**config.mk**
```make
export PLATFORM = sky130hd
export DESIGN_NAME = cpci_top
export DESIGN_NICKNAME = d
export VERILOG_FILES = /design/src/hdl/cpci_pkg.sv /design/src/hdl/cpci_sync.sv /design/src/hdl/cpci_top.sv
export SDC_FILE = /design/constraint.sdc
export NUM_CORES = 1
export LEC_CHECK = 0
export BUFFER_PORTS_ARGS = -buffer_cell sky130_fd_sc_hd__buf_4
export CAP_MARGIN = 20
export CORE_MARGIN = 3
export CORE_UTILIZATION = 60
export DETAILED_ROUTE_END_ITERATION = 7
export PLACE_DENSITY = 0.94
export SLEW_MARGIN = 20
export SYNTH_ARGS = -nofsm -noshare
export SYNTH_HDL_FRONTEND = slang
export SYNTH_SLANG_ARGS = --single-unit
export TNS_END_PERCENT = 10
```
**constraint.sdc**
```tcl
create_clock -name REF_CLK -period 5.5 [get_ports REF_CLK]
set_input_delay 0.275 -clock REF_CLK [delete_from_list [all_inputs] [get_ports REF_CLK]]
set_output_delay 0.275 -clock REF_CLK [all_outputs]
set_load 0.02 [all_outputs]
```
**src/hdl/cpci_pkg.sv**
```systemverilog
// Package of constants and types for the core preamp control block.
package cpci_pkg;

    // ------------------------------------------------------------
    // Register offsets (byte addresses on the APB bus)
    // ------------------------------------------------------------
    localparam logic [7:0] CTRL_ADDR = 8'h00;   // Static control levels.
    localparam logic [7:0] TRIG_ADDR = 8'h04;   // Pulser trigger level.
    localparam logic [7:0] STAT_ADDR = 8'h08;   // Live status.
    localparam logic [7:0] IRQS_ADDR = 8'h0C;   // Sticky event bits.
    localparam logic [7:0] IRQM_ADDR = 8'h10;   // Interrupt mask.
    localparam logic [7:0] WID_ADDR = 8'h14;    // Last inhibit width.
    localparam logic [7:0] CNT_ADDR = 8'h18;    // Inhibit pulse count.

    // ------------------------------------------------------------
    // Field positions
    // ------------------------------------------------------------
    localparam int CTRL_FRD_BIT = 0;    // Fast-reset disable.
    localparam int CTRL_PPE_BIT = 1;    // Pulser power enable.
    localparam int CTRL_SHP_BIT = 2;    // Pulser shape select.
    localparam int CTRL_GATE_BIT = 3;   // Gate acquisition on inhibit.
    localparam int IRQ_END_BIT = 0;     // Inhibit pulse ended.
    localparam int IRQ_OVF_BIT = 1;     // Width counter saturated.
    localparam int IRQ_START_BIT = 2;   // Inhibit pulse started.

    // ------------------------------------------------------------
    // Widths and reset values
    // ------------------------------------------------------------
    localparam int CTRL_W = 4;
    localparam int IRQ_W = 3;
    localparam int WID_W = 24;
    localparam int CNT_W = 16;
    localparam logic [CTRL_W-1:0] CTRL_RST = 4'h0;
    localparam logic [IRQ_W-1:0] IRQ_RST = 3'h0;
    localparam logic [WID_W-1:0] WID_MAX = 24'hFFFFFF;

    // Static control levels; all but gate_en are sent down the cable.
    typedef struct packed {
        logic gate_en;
        logic shape_sel;
        logic pulser_power_enable;
        logic core_fast_reset_disable;
    } cpci_ctrl_s;

    // Width measurement state.
    typedef enum logic [2:0] {
        MS_IDLE = 3'b001,
        MS_COUNT = 3'b010,
        MS_DONE = 3'b100
    } cpci_meas_e;

endpackage : cpci_pkg

```
**src/hdl/cpci_sync.sv**
```systemverilog
// Two-flip-flop synchroniser for one pin level.
`timescale 1ns/1ps

module cpci_sync
(
    // Clock and reset
    input wire logic clk,
    input wire logic rst_b,
    // Asynchronous level in, synchronised level out
    input wire logic async_in,
    output logic sync_out
);

    // ------------------------------------------------------------
    // Two stages
    // ------------------------------------------------------------
    logic meta_q;   // First stage, read only by the second.

    // Both stages clear to low so the line reads idle after reset.
    always_ff @(posedge clk or negedge rst_b)
    begin
        if (!rst_b)
        begin
            meta_q <= 1'b0;
            sync_out <= 1'b0;
        end
        else
        begin
            meta_q <= async_in;
            sync_out <= meta_q;
        end
    end

endmodule : cpci_sync

```
**src/hdl/cpci_top.sv**
```systemverilog
// Core preamp control cable logic: static levels, trigger, inhibit timing.
`timescale 1ns/1ps

module cpci_top
(
    // Clock and reset
    input wire logic REF_CLK,
    input wire logic RST_B,
    // APB slave
    input wire logic PSEL,
    input wire logic PENABLE,
    input wire logic PWRITE,
    input wire logic [7:0] PADDR,
    input wire logic [31:0] PWDATA,
    output logic [31:0] PRDATA,
    output logic PREADY,
    output logic PSLVERR,
    // Preamp cable
    output logic CORE_FAST_RESET_DISABLE,
    output logic PULSER_POWER_ENABLE,
    output logic PULSER_SHAPE_SEL,
    output logic PULSER_TRIGGER,
    input wire logic CORE_INHIBIT,
    // Acquisition side
    input wire logic EVENT_IN,
    output logic EVENT_ACCEPT,
    output logic ACQ_INHIBIT,
    // Interrupt
    output logic IRQ
);

    // ------------------------------------------------------------
    // Declarations
    // ------------------------------------------------------------
    cpci_pkg::cpci_ctrl_s ctrl_q;       // Static control register.
    cpci_pkg::cpci_ctrl_s ctrl_d;
    logic trig_q;                       // Pulser trigger level.
    logic trig_d;
    logic [cpci_pkg::IRQ_W-1:0] irqs_q; // Sticky events.
    logic [cpci_pkg::IRQ_W-1:0] irqs_d;
    logic [cpci_pkg::IRQ_W-1:0] irqm_q; // Interrupt mask.
    logic [cpci_pkg::IRQ_W-1:0] irqm_d;
    logic [cpci_pkg::WID_W-1:0] wrun_q; // Running width count.
    logic [cpci_pkg::WID_W-1:0] wrun_d;
    logic [cpci_pkg::WID_W-1:0] wid_q;  // Last completed width.
    logic [cpci_pkg::WID_W-1:0] wid_d;
    logic [cpci_pkg::CNT_W-1:0] cnt_q;  // Completed pulse count.
    logic [cpci_pkg::CNT_W-1:0] cnt_d;
    cpci_pkg::cpci_meas_e ms_q;         // Measurement state.
    cpci_pkg::cpci_meas_e ms_d;
    logic [31:0] prdata_d;
    logic inh_s;                        // Synchronised inhibit.
    logic inh_prev_q;                   // Previous synchronised level.
    logic wr_en;
    logic rd_en;
    logic addr_ok;
    logic [cpci_pkg::IRQ_W-1:0] ev;     // Events this cycle.

    // ------------------------------------------------------------
    // Inhibit input synchroniser
    // ------------------------------------------------------------
    // The inhibit comes straight off the cable, so it is retimed first.
    cpci_sync u_inh_sync
    (
        .clk(REF_CLK),
        .rst_b(RST_B),
        .async_in(CORE_INHIBIT),
        .sync_out(inh_s)
    );

    // ------------------------------------------------------------
    // APB decode
    // ------------------------------------------------------------
    // The slave answers with zero wait states; PREADY is always high.
    assign PREADY = 1'b1;
    assign wr_en = PSEL && PENABLE && PWRITE;
    assign rd_en = PSEL && !PWRITE;
    always_comb
    begin
        case (PADDR)
            cpci_pkg::CTRL_ADDR,
            cpci_pkg::TRIG_ADDR,
            cpci_pkg::STAT_ADDR,
            cpci_pkg::IRQS_ADDR,
            cpci_pkg::IRQM_ADDR,
            cpci_pkg::WID_ADDR,
            cpci_pkg::CNT_ADDR: addr_ok = 1'b1;
            default: addr_ok = 1'b0;
        endcase
    end
    // Unmapped addresses report an error in the access phase.
    assign PSLVERR = PSEL && PENABLE && !addr_ok;

    // ------------------------------------------------------------
    // Control and trigger registers
    // ------------------------------------------------------------
    // Levels change only on a write; nothing else touches them.
    always_comb
    begin
        ctrl_d = ctrl_q;
        trig_d = trig_q;
        if (wr_en && PADDR == cpci_pkg::CTRL_ADDR)
        begin
            ctrl_d = cpci_pkg::cpci_ctrl_s'(PWDATA[cpci_pkg::CTRL_W-1:0]);
        end
        if (wr_en && PADDR == cpci_pkg::TRIG_ADDR)
        begin
            trig_d = PWDATA[0];
        end
    end

    always_ff @(posedge REF_CLK or negedge RST_B)
    begin
        if (!RST_B)
        begin
            ctrl_q <= cpci_pkg::CTRL_RST;
            trig_q <= 1'b0;
        end
        else
        begin
            ctrl_q <= ctrl_d;
            trig_q <= trig_d;
        end
    end

    // Cable outputs come straight from flip-flops to stay glitch free.
    // Fast-reset disable level
    assign CORE_FAST_RESET_DISABLE = ctrl_q.core_fast_reset_disable;
    assign PULSER_POWER_ENABLE = ctrl_q.pulser_power_enable;
    assign PULSER_SHAPE_SEL = ctrl_q.shape_sel;
    assign PULSER_TRIGGER = trig_q;

    // ------------------------------------------------------------
    // Acquisition gating
    // ------------------------------------------------------------
    // The synchronised level lags the pin by two cycles; events within
    // that window of a reset edge may slip through.
    // Suppress during inhibit
    assign ACQ_INHIBIT = inh_s && ctrl_q.gate_en;
    assign EVENT_ACCEPT = EVENT_IN && !ACQ_INHIBIT;

    // ------------------------------------------------------------
    // Inhibit width measurement
    // ------------------------------------------------------------
    // Counted at the full 50 MHz clock, the fastest one available.
    always_comb
    begin
        ms_d = ms_q;
        wrun_d = wrun_q;
        wid_d = wid_q;
        cnt_d = cnt_q;
        ev = '0;
        case (ms_q)
            cpci_pkg::MS_IDLE:
            begin
                // Rising edge of the inhibit starts a new count.
                if (inh_s && !inh_prev_q)
                begin
                    ms_d = cpci_pkg::MS_COUNT;
                    wrun_d = cpci_pkg::WID_W'(1);
                    ev[cpci_pkg::IRQ_START_BIT] = 1'b1;
                end
            end
            cpci_pkg::MS_COUNT:
            begin
                if (inh_s)
                begin
                    // Saturate rather than wrap so a huge pulse is visible.
                    if (wrun_q != cpci_pkg::WID_MAX)
                    begin
                        wrun_d = wrun_q + cpci_pkg::WID_W'(1);
                    end
                    else if (!irqs_q[cpci_pkg::IRQ_OVF_BIT])
                    begin
                        ev[cpci_pkg::IRQ_OVF_BIT] = 1'b1;
                    end
                end
                else
                begin
                    ms_d = cpci_pkg::MS_DONE;
                end
            end
            cpci_pkg::MS_DONE:
            begin
                // Latch the result and report the end of the pulse.
                wid_d = wrun_q;
                cnt_d = cnt_q + cpci_pkg::CNT_W'(1);
                ev[cpci_pkg::IRQ_END_BIT] = 1'b1;
                ms_d = cpci_pkg::MS_IDLE;
            end
            default:
            begin
                ms_d = cpci_pkg::MS_IDLE;
            end
        endcase
    end

    always_ff @(posedge REF_CLK or negedge RST_B)
    begin
        if (!RST_B)
        begin
            ms_q <= cpci_pkg::MS_IDLE;
            wrun_q <= '0;
            wid_q <= '0;
            cnt_q <= '0;
            inh_prev_q <= 1'b0;
        end
        else
        begin
            ms_q <= ms_d;
            wrun_q <= wrun_d;
            wid_q <= wid_d;
            cnt_q <= cnt_d;
            inh_prev_q <= inh_s;
        end
    end

    // ------------------------------------------------------------
    // Interrupt status and mask
    // ------------------------------------------------------------
    // Write one to clear; a new event in the same cycle wins the race.
    always_comb
    begin
        irqs_d = irqs_q;
        irqm_d = irqm_q;
        if (wr_en && PADDR == cpci_pkg::IRQS_ADDR)
        begin
            irqs_d = irqs_q & ~PWDATA[cpci_pkg::IRQ_W-1:0];
        end
        if (wr_en && PADDR == cpci_pkg::IRQM_ADDR)
        begin
            irqm_d = PWDATA[cpci_pkg::IRQ_W-1:0];
        end
        irqs_d = irqs_d | ev;
    end

    always_ff @(posedge REF_CLK or negedge RST_B)
    begin
        if (!RST_B)
        begin
            irqs_q <= cpci_pkg::IRQ_RST;
            irqm_q <= cpci_pkg::IRQ_RST;
        end
        else
        begin
            irqs_q <= irqs_d;
            irqm_q <= irqm_d;
        end
    end

    // Level interrupt while any unmasked sticky bit is set.
    assign IRQ = |(irqs_q & irqm_q);

    // ------------------------------------------------------------
    // Read data
    // ------------------------------------------------------------
    // Read data is registered in the setup cycle for the access phase.
    always_comb
    begin
        prdata_d = PRDATA;
        if (rd_en && !PENABLE)
        begin
            case (PADDR)
                cpci_pkg::CTRL_ADDR: prdata_d = {28'h0000000, ctrl_q};
                cpci_pkg::TRIG_ADDR: prdata_d = {31'h0, trig_q};
                cpci_pkg::STAT_ADDR:
                    prdata_d = {29'h0, ACQ_INHIBIT,
                                (ms_q == cpci_pkg::MS_COUNT), inh_s};
                cpci_pkg::IRQS_ADDR: prdata_d = {29'h0, irqs_q};
                cpci_pkg::IRQM_ADDR: prdata_d = {29'h0, irqm_q};
                cpci_pkg::WID_ADDR: prdata_d = {8'h00, wid_q};
                cpci_pkg::CNT_ADDR: prdata_d = {16'h0000, cnt_q};
                default: prdata_d = 32'h00000000;
            endcase
        end
    end

    always_ff @(posedge REF_CLK or negedge RST_B)
    begin
        if (!RST_B)
        begin
            PRDATA <= 32'h00000000;
        end
        else
        begin
            PRDATA <= prdata_d;
        end
    end

endmodule : cpci_top

```
# --- Word-level counts from Yosys, hierarchy flattened ---
# Cells that the tools add are included.
op_classes:
  n_bitwise: 4
  n_eq_ne: 14
  n_mux: 17
  n_reduce_logical: 23
  n_addsub: 2
op_table:
  columns: ["op", "count"]
  rows:
  - ["$pmux W24 S7", 1]
  - ["$mux W24", 3]
  - ["$pmux W24 S2", 1]
  - ["$add A24 B1 Y24 const B", 1]
  - ["$eq A8 B5 Y1 const B", 3]
  - ["$ne A24 B24 Y1 const B", 1]
  - ["$add A16 B1 Y16 const B", 1]
  - ["$eq A8 B4 Y1 const B", 2]
  - ["$logic_and A1 B1 Y1", 12]
  - ["$mux W3", 3]
  - ["$eq A8 B3 Y1 const B", 1]
  - ["$logic_not A8 Y1", 1]
  - ["$mux W1", 8]
  - ["$reduce_or A7 Y1", 1]
  - ["$and A3 B3 Y3", 2]
  - ["$ne A2 B2 Y1 const B", 3]
  - ["$pmux W3 S2", 1]
  - ["$logic_not A1 Y1", 5]
  - ["$reduce_and A4 Y1", 1]
  - ["$eq A3 B1 Y1 const B", 1]
  - ["$eq A3 B2 Y1 const B", 1]
  - ["$eq A3 B3 Y1 const B", 1]
  - ["$not A3 Y3", 1]
  - ["$or A3 B3 Y3", 1]
  - ["other kinds (4)", 4]
word_totals:
  word_cells: 75
  output_inout_bits: 41
  ff_bits: 113

# --- Logic depth before layout (Yosys ltp) ---
depth:
  depth_word: 5
  mapped_depth: 8

# --- Hierarchy ---
# From an unflattened synthesis, not the netlist that was laid out.
hier_totals:
  hier_cells: 478
  area_unflattened_um2: 4923.5
modules_own_cells:
  columns: ["module", "cells_per_inst", "seq_area_each_um2", "n_inst", "area_each_um2"]
  rows:
  - ["cpci_top", 476, 2578.7, 1, 4873.4]
  - ["cpci_sync", 2, 50.0, 1, 50.0]

# --- Worst setup path after synthesis ---
# No wires, ideal clock.
synth_path:
  path_kind: "register -> register"
  from: "register wrun_q[0] (netlist name)"
  to: "register wrun_q[1] (netlist name)"
  setup_slack_ns: 3.542
  period_less_slack_ns: 1.958
  t_arrival_ns: 1.836
  path_buffers: 0
  path_stages_with_launch: 6
  setup_ns: 0.122
  path_cell_list: "dfrtp_1 -> ha_1 -> nand2_1 -> or3_1 -> or3_1 -> a32o_1"
synth_between:
  elab_chain_len: 4
  elab_cells_between_ends: 7
  cone_classes: "1 x add/sub; 2 x eq/ne; 3 x mux; 1 x reduce/logical"
synth_rtl:
  columns: ["item", "line_no", "text"]
  rows:
  - ["start: declaration", "cpci_top.sv:43", "logic [cpci_pkg::WID_W-1:0] wrun_q;"]
  - ["start signal: assignment", "cpci_top.sv:211", "wrun_q <= wrun_d;"]
  - ["$add A24 B1 Y24", "cpci_top.sv:171", "wrun_d = wrun_q + cpci_pkg::WID_W'(1);"]
  - ["$mux W24", "cpci_top.sv:169", "if (wrun_q != cpci_pkg::WID_MAX)"]
  - ["$mux W24", "cpci_top.sv:166", "if (inh_s)"]
  - ["$pmux W24 S2", "cpci_top.sv:153", "case (ms_q)"]
# Parallel ways exist; a longest one is shown, timed or not. The select of a mux whose other input is x is not followed.
# A chain may end at the register's enable or synchronous reset.

# --- Worst setup path in the final report ---
layout_path:
  from: "register ms_q[1]"
  to: "register wrun_q[5] (netlist name)"
layout_between:
  elab_chain_len: 3
  elab_cells_between_ends: 8
  cone_classes: "5 x eq/ne; 1 x mux; 2 x reduce/logical"
layout_rtl:
  columns: ["item", "line_no", "text"]
  rows:
  - ["start: declaration", "cpci_top.sv:49", "cpci_pkg::cpci_meas_e ms_q;"]
  - ["start signal: assignment", "cpci_top.sv:202", "ms_q <= cpci_pkg::MS_IDLE;"]
  - ["start signal: assignment", "cpci_top.sv:210", "ms_q <= ms_d;"]
  - ["$eq A3 B2 Y1 / $eq A3 B1 Y1 (equally long branches)", "cpci_top.sv:153", null]
  - ["$ne A2 B1 Y1 (no line), or another cell as far along", null, null]
  - ["$reduce_and A4 Y1 (no line)", null, null]
# Parallel ways exist; a longest one is shown, timed or not.

==> flow_summary.ini <==
[sta]
fmax_mhz = 346
min_period_ns = 2.89
hold_ws_ns = 0.0880
setup_viol = 0
finClkSkew_ns = 0.0110
slew_violations = 0
grt_setup_unrepaired = false
worstMarginPinSlew_ns = 0.958
maxSlewHeadroom_pct = 35.9
period_share_pct = 52.5
fin_setup_tns_ns = 0
hold_viol_final = 0

[synth]
yosys.area.top_type = dfrtp_1
synth_area_um2 = 5050
ys_top_cells_by_area = dfrtp_1 52%, mux2_2 7.6%, a22o_1 4.9%, nand2_1 3.3%, nand3_1 2.5%
synth_area_per_cell_um2 = 10.9
synth_top_area_share_pct = 51.5
netlist_instances = 464
yosysSeqAreaShare_pct = 52.1
synth_edf_count = 0
yosysWarnings = 0
synth_cell_types = 59
synth_flop_cell = dfrtp_1
ys_async_sr_fraction_pct = 100
ys_seq_elements = 105

[cells_and_area]
drive_gt1_share_pct = 22.5
final_util_pct = 71.0
area_growth_pct = 11.5
multi_input_area_um2 = 2240
design_area_um2 = 5630
final_cell_mix = 104 x dfrtp_1, 51 x buf_4, 45 x nand2_1, 34 x mux2_2, 28 x a22o_1
fin_nets = 551
fillCellCount = 504
regArea_um2 = 2630
n_antenna_cell = 0
final_common_cell = dfrtp_1

[drt]
dr.pass1.iters = 5
via_count = 3903
ant_nets = 0
drc = 0
drtIter0Drc = 386
drt_wl_total_mm = 11.0
wl_per_cell_um = 18.1
vias_per_cell = 6.41

[worst_setup_path]
worstReg2RegEnd = wrun_q[5]
crit_arrival_ns = 3.14
rr_worst_depth = 7
crit-reg2reg-launch = ms_q[1]
critPathCaptureType = register
crit_path_start_kind = register
rrSetupSlack_ns = 2.61
worst-endpoint-required_ns = 5.75
crit_fanout = 15
critPathKind = register to register

[pwr]
power_frac_clock_pct = 33.4
switchingPower_uw = 344
pwr-share-comb_pct = 6.4
p_leak_nw = 2.60
seqPwrFrac_pct = 60.2
fin_total_pwr_mw = 1.33
powerDensity_nw_per_um2 = 236
power.share.switching_pct = 25.9
p_int_uw = 985
ir_drop_v = 0.000121

[outcome]
status = finished clean

[floorplanning]
die_area_um2 = 9550
ios = 88
num_rows = 32
initial_core_util_pct = 63.7
core-area_um2 = 7930
die_h_um = 97.7
die_x_um = 97.7

[global_routing]
antenna_found_initial = 0
grt_first_pass_wirelength_mm = 18.8
grt_max_degree = 91
overflow = 0
grt_usage_pct = 24.1
grt_pass1_vias = 3810

[placement]
dp_hpwl_mm = 7.42
gp_congestion = 0.899
placed_area_um2 = 5430
portBuffers = 50

[run]
maxCapViolations = 0

[clock_network]
clk_latency_ns = 0.38
holdBufCountCts = 2
post-cts-setup-buffers = 0
clk_pin_slew_ns = 0.10
cts_buffer_depth = 2
ctsResizeCount = 0
clock-sinks = 105
htree_num_levels = 3
numCtsBuffers = 9
cts_tree = built
cts-root-buf = clkbuf_8

[worst_hold_path]
hold_path.startpoint = PWDATA[1]
min_path_type = input port to register
whs_endpoint = irqs_q[1]
min_path_cells = 2
-- worst max-delay path, cell delays in order, from the launching register on --
cell and delay, ns:
dfrtp_1 0.44, nor3b_2 0.81, and2_1 0.43, nor2_1 0.30, inv_1 0.25, o211ai_2 0.20, o211ai_1 0.23, o31ai_1 0.11
-- synth_stat cells (all sizes together) (3+ instances only) --
master	number
or3	6
nor2	17
nor3	4
nor3b	3
nor2b	3
or4	6
clkbuf	18
nand3	25
o21ai	29
and3	9
mux2i	7
inv	11
dfrtp	104
nor4	3
xor2	7
o211ai	10
and2	5
a22o	28
nand4	14
nand2	45
and4	3
buf	16
a21oi	6
xnor2	8
mux2	34
a31oi	6
o31ai	7
-- how the worst max path moves through the flow --
stage	end	cells past startpoint	from	slack, ns
floorplan	wrun_q[1]	5	wrun_q[0]	3.54
finish	wrun_q[5]	7	ms_q[1]	2.61
global placement	wrun_q[9]	7	ms_q[1]	2.80
detailed placement	wrun_q[9]	7	ms_q[1]	2.69
global route	wrun_q[5]	7	ms_q[1]	2.36
CTS	wrun_q[5]	7	ms_q[1]	2.66
-- layout make-up --
| cell class | instances | share of cell area [%] |
|---|---|---|
| Timing Repair Buffer | 54 | 7.36 |
| Clock buffer | 10 | 2.27 |
| Tap cell | 102 | 2.27 |
| Clock inverter | 6 | 0.845 |
| Multi-Input combinational cell | 321 | 39.8 |
| Sequential cell | 105 | 46.7 |
| Inverter | 11 | 0.734 |
-- state kept, by name, indices dropped and copies added (netlist names) --
signal	cells
CORE_FAST_RESET_DISABLE	1
PRDATA	24
PULSER_POWER_ENABLE	1
PULSER_SHAPE_SEL	1
PULSER_TRIGGER	1
cnt_q	16
ctrl_q	1
inh_prev_q	1
irqm_q	3
irqs_q	3
ms_q	3
u_inh_sync.meta_q	1
u_inh_sync.sync_out	1
wid_q	24
wrun_q	24
-- power by group through the flow --
| stage | clock (mW) | sequential (mW) | combinational [mW] |
|---|---|---|---|
| 3_5_place_dp | 0 | 0.814 | 0.0821 |
| 4_1_cts | 0.449 | 0.799 | 0.0846 |
| 3_3_place_gp | 0 | 0.813 | 0.0785 |
| 2_1_floorplan | 0 | 0.810 | 0.0495 |
| 6_report | 0.444 | 0.800 | 0.0849 |
| 5_1_grt | 0.486 | 0.802 | 0.0941 |
-- metal layers --
metal,wire (um),share of wire (%),vias to the layer above,global-route usage (%)
li1,-,-,1782,-
met1,4570,41,1910,32.0
met2,5570,51,179,39.4
met3,629,5.7,32,4.00
met4,259,2.3,0,10.4
met5,0,0,-,0
-- through the flow --
step           std cells  setup slack [ns]
2_1_floorplan        471              3.54
3_3_place_gp         591              2.80
3_5_place_dp         591              2.69
4_1_cts              609              2.66
5_1_grt              609              2.36
6_report             609              2.61
-- kinds of logic after synthesis --
| family | Yosys count | share of synthesized area (%) |
|---|---|---|
| AO/OA/AOI/OAI | 101 | 14.5 |
| XOR/XNOR | 15 | 2.60 |
| adder cells (fa/ha/maj) | 2 | 0.496 |
| buffers and inverters | 45 | 4.19 |
| flip-flops | 105 | 52.1 |
| multiplexers | 41 | 8.97 |
| other | 2 | 0.149 |
| AND/OR/NAND/NOR | 153 | 17.0 |
Note: power is estimated with default switching activity, not from simulation.
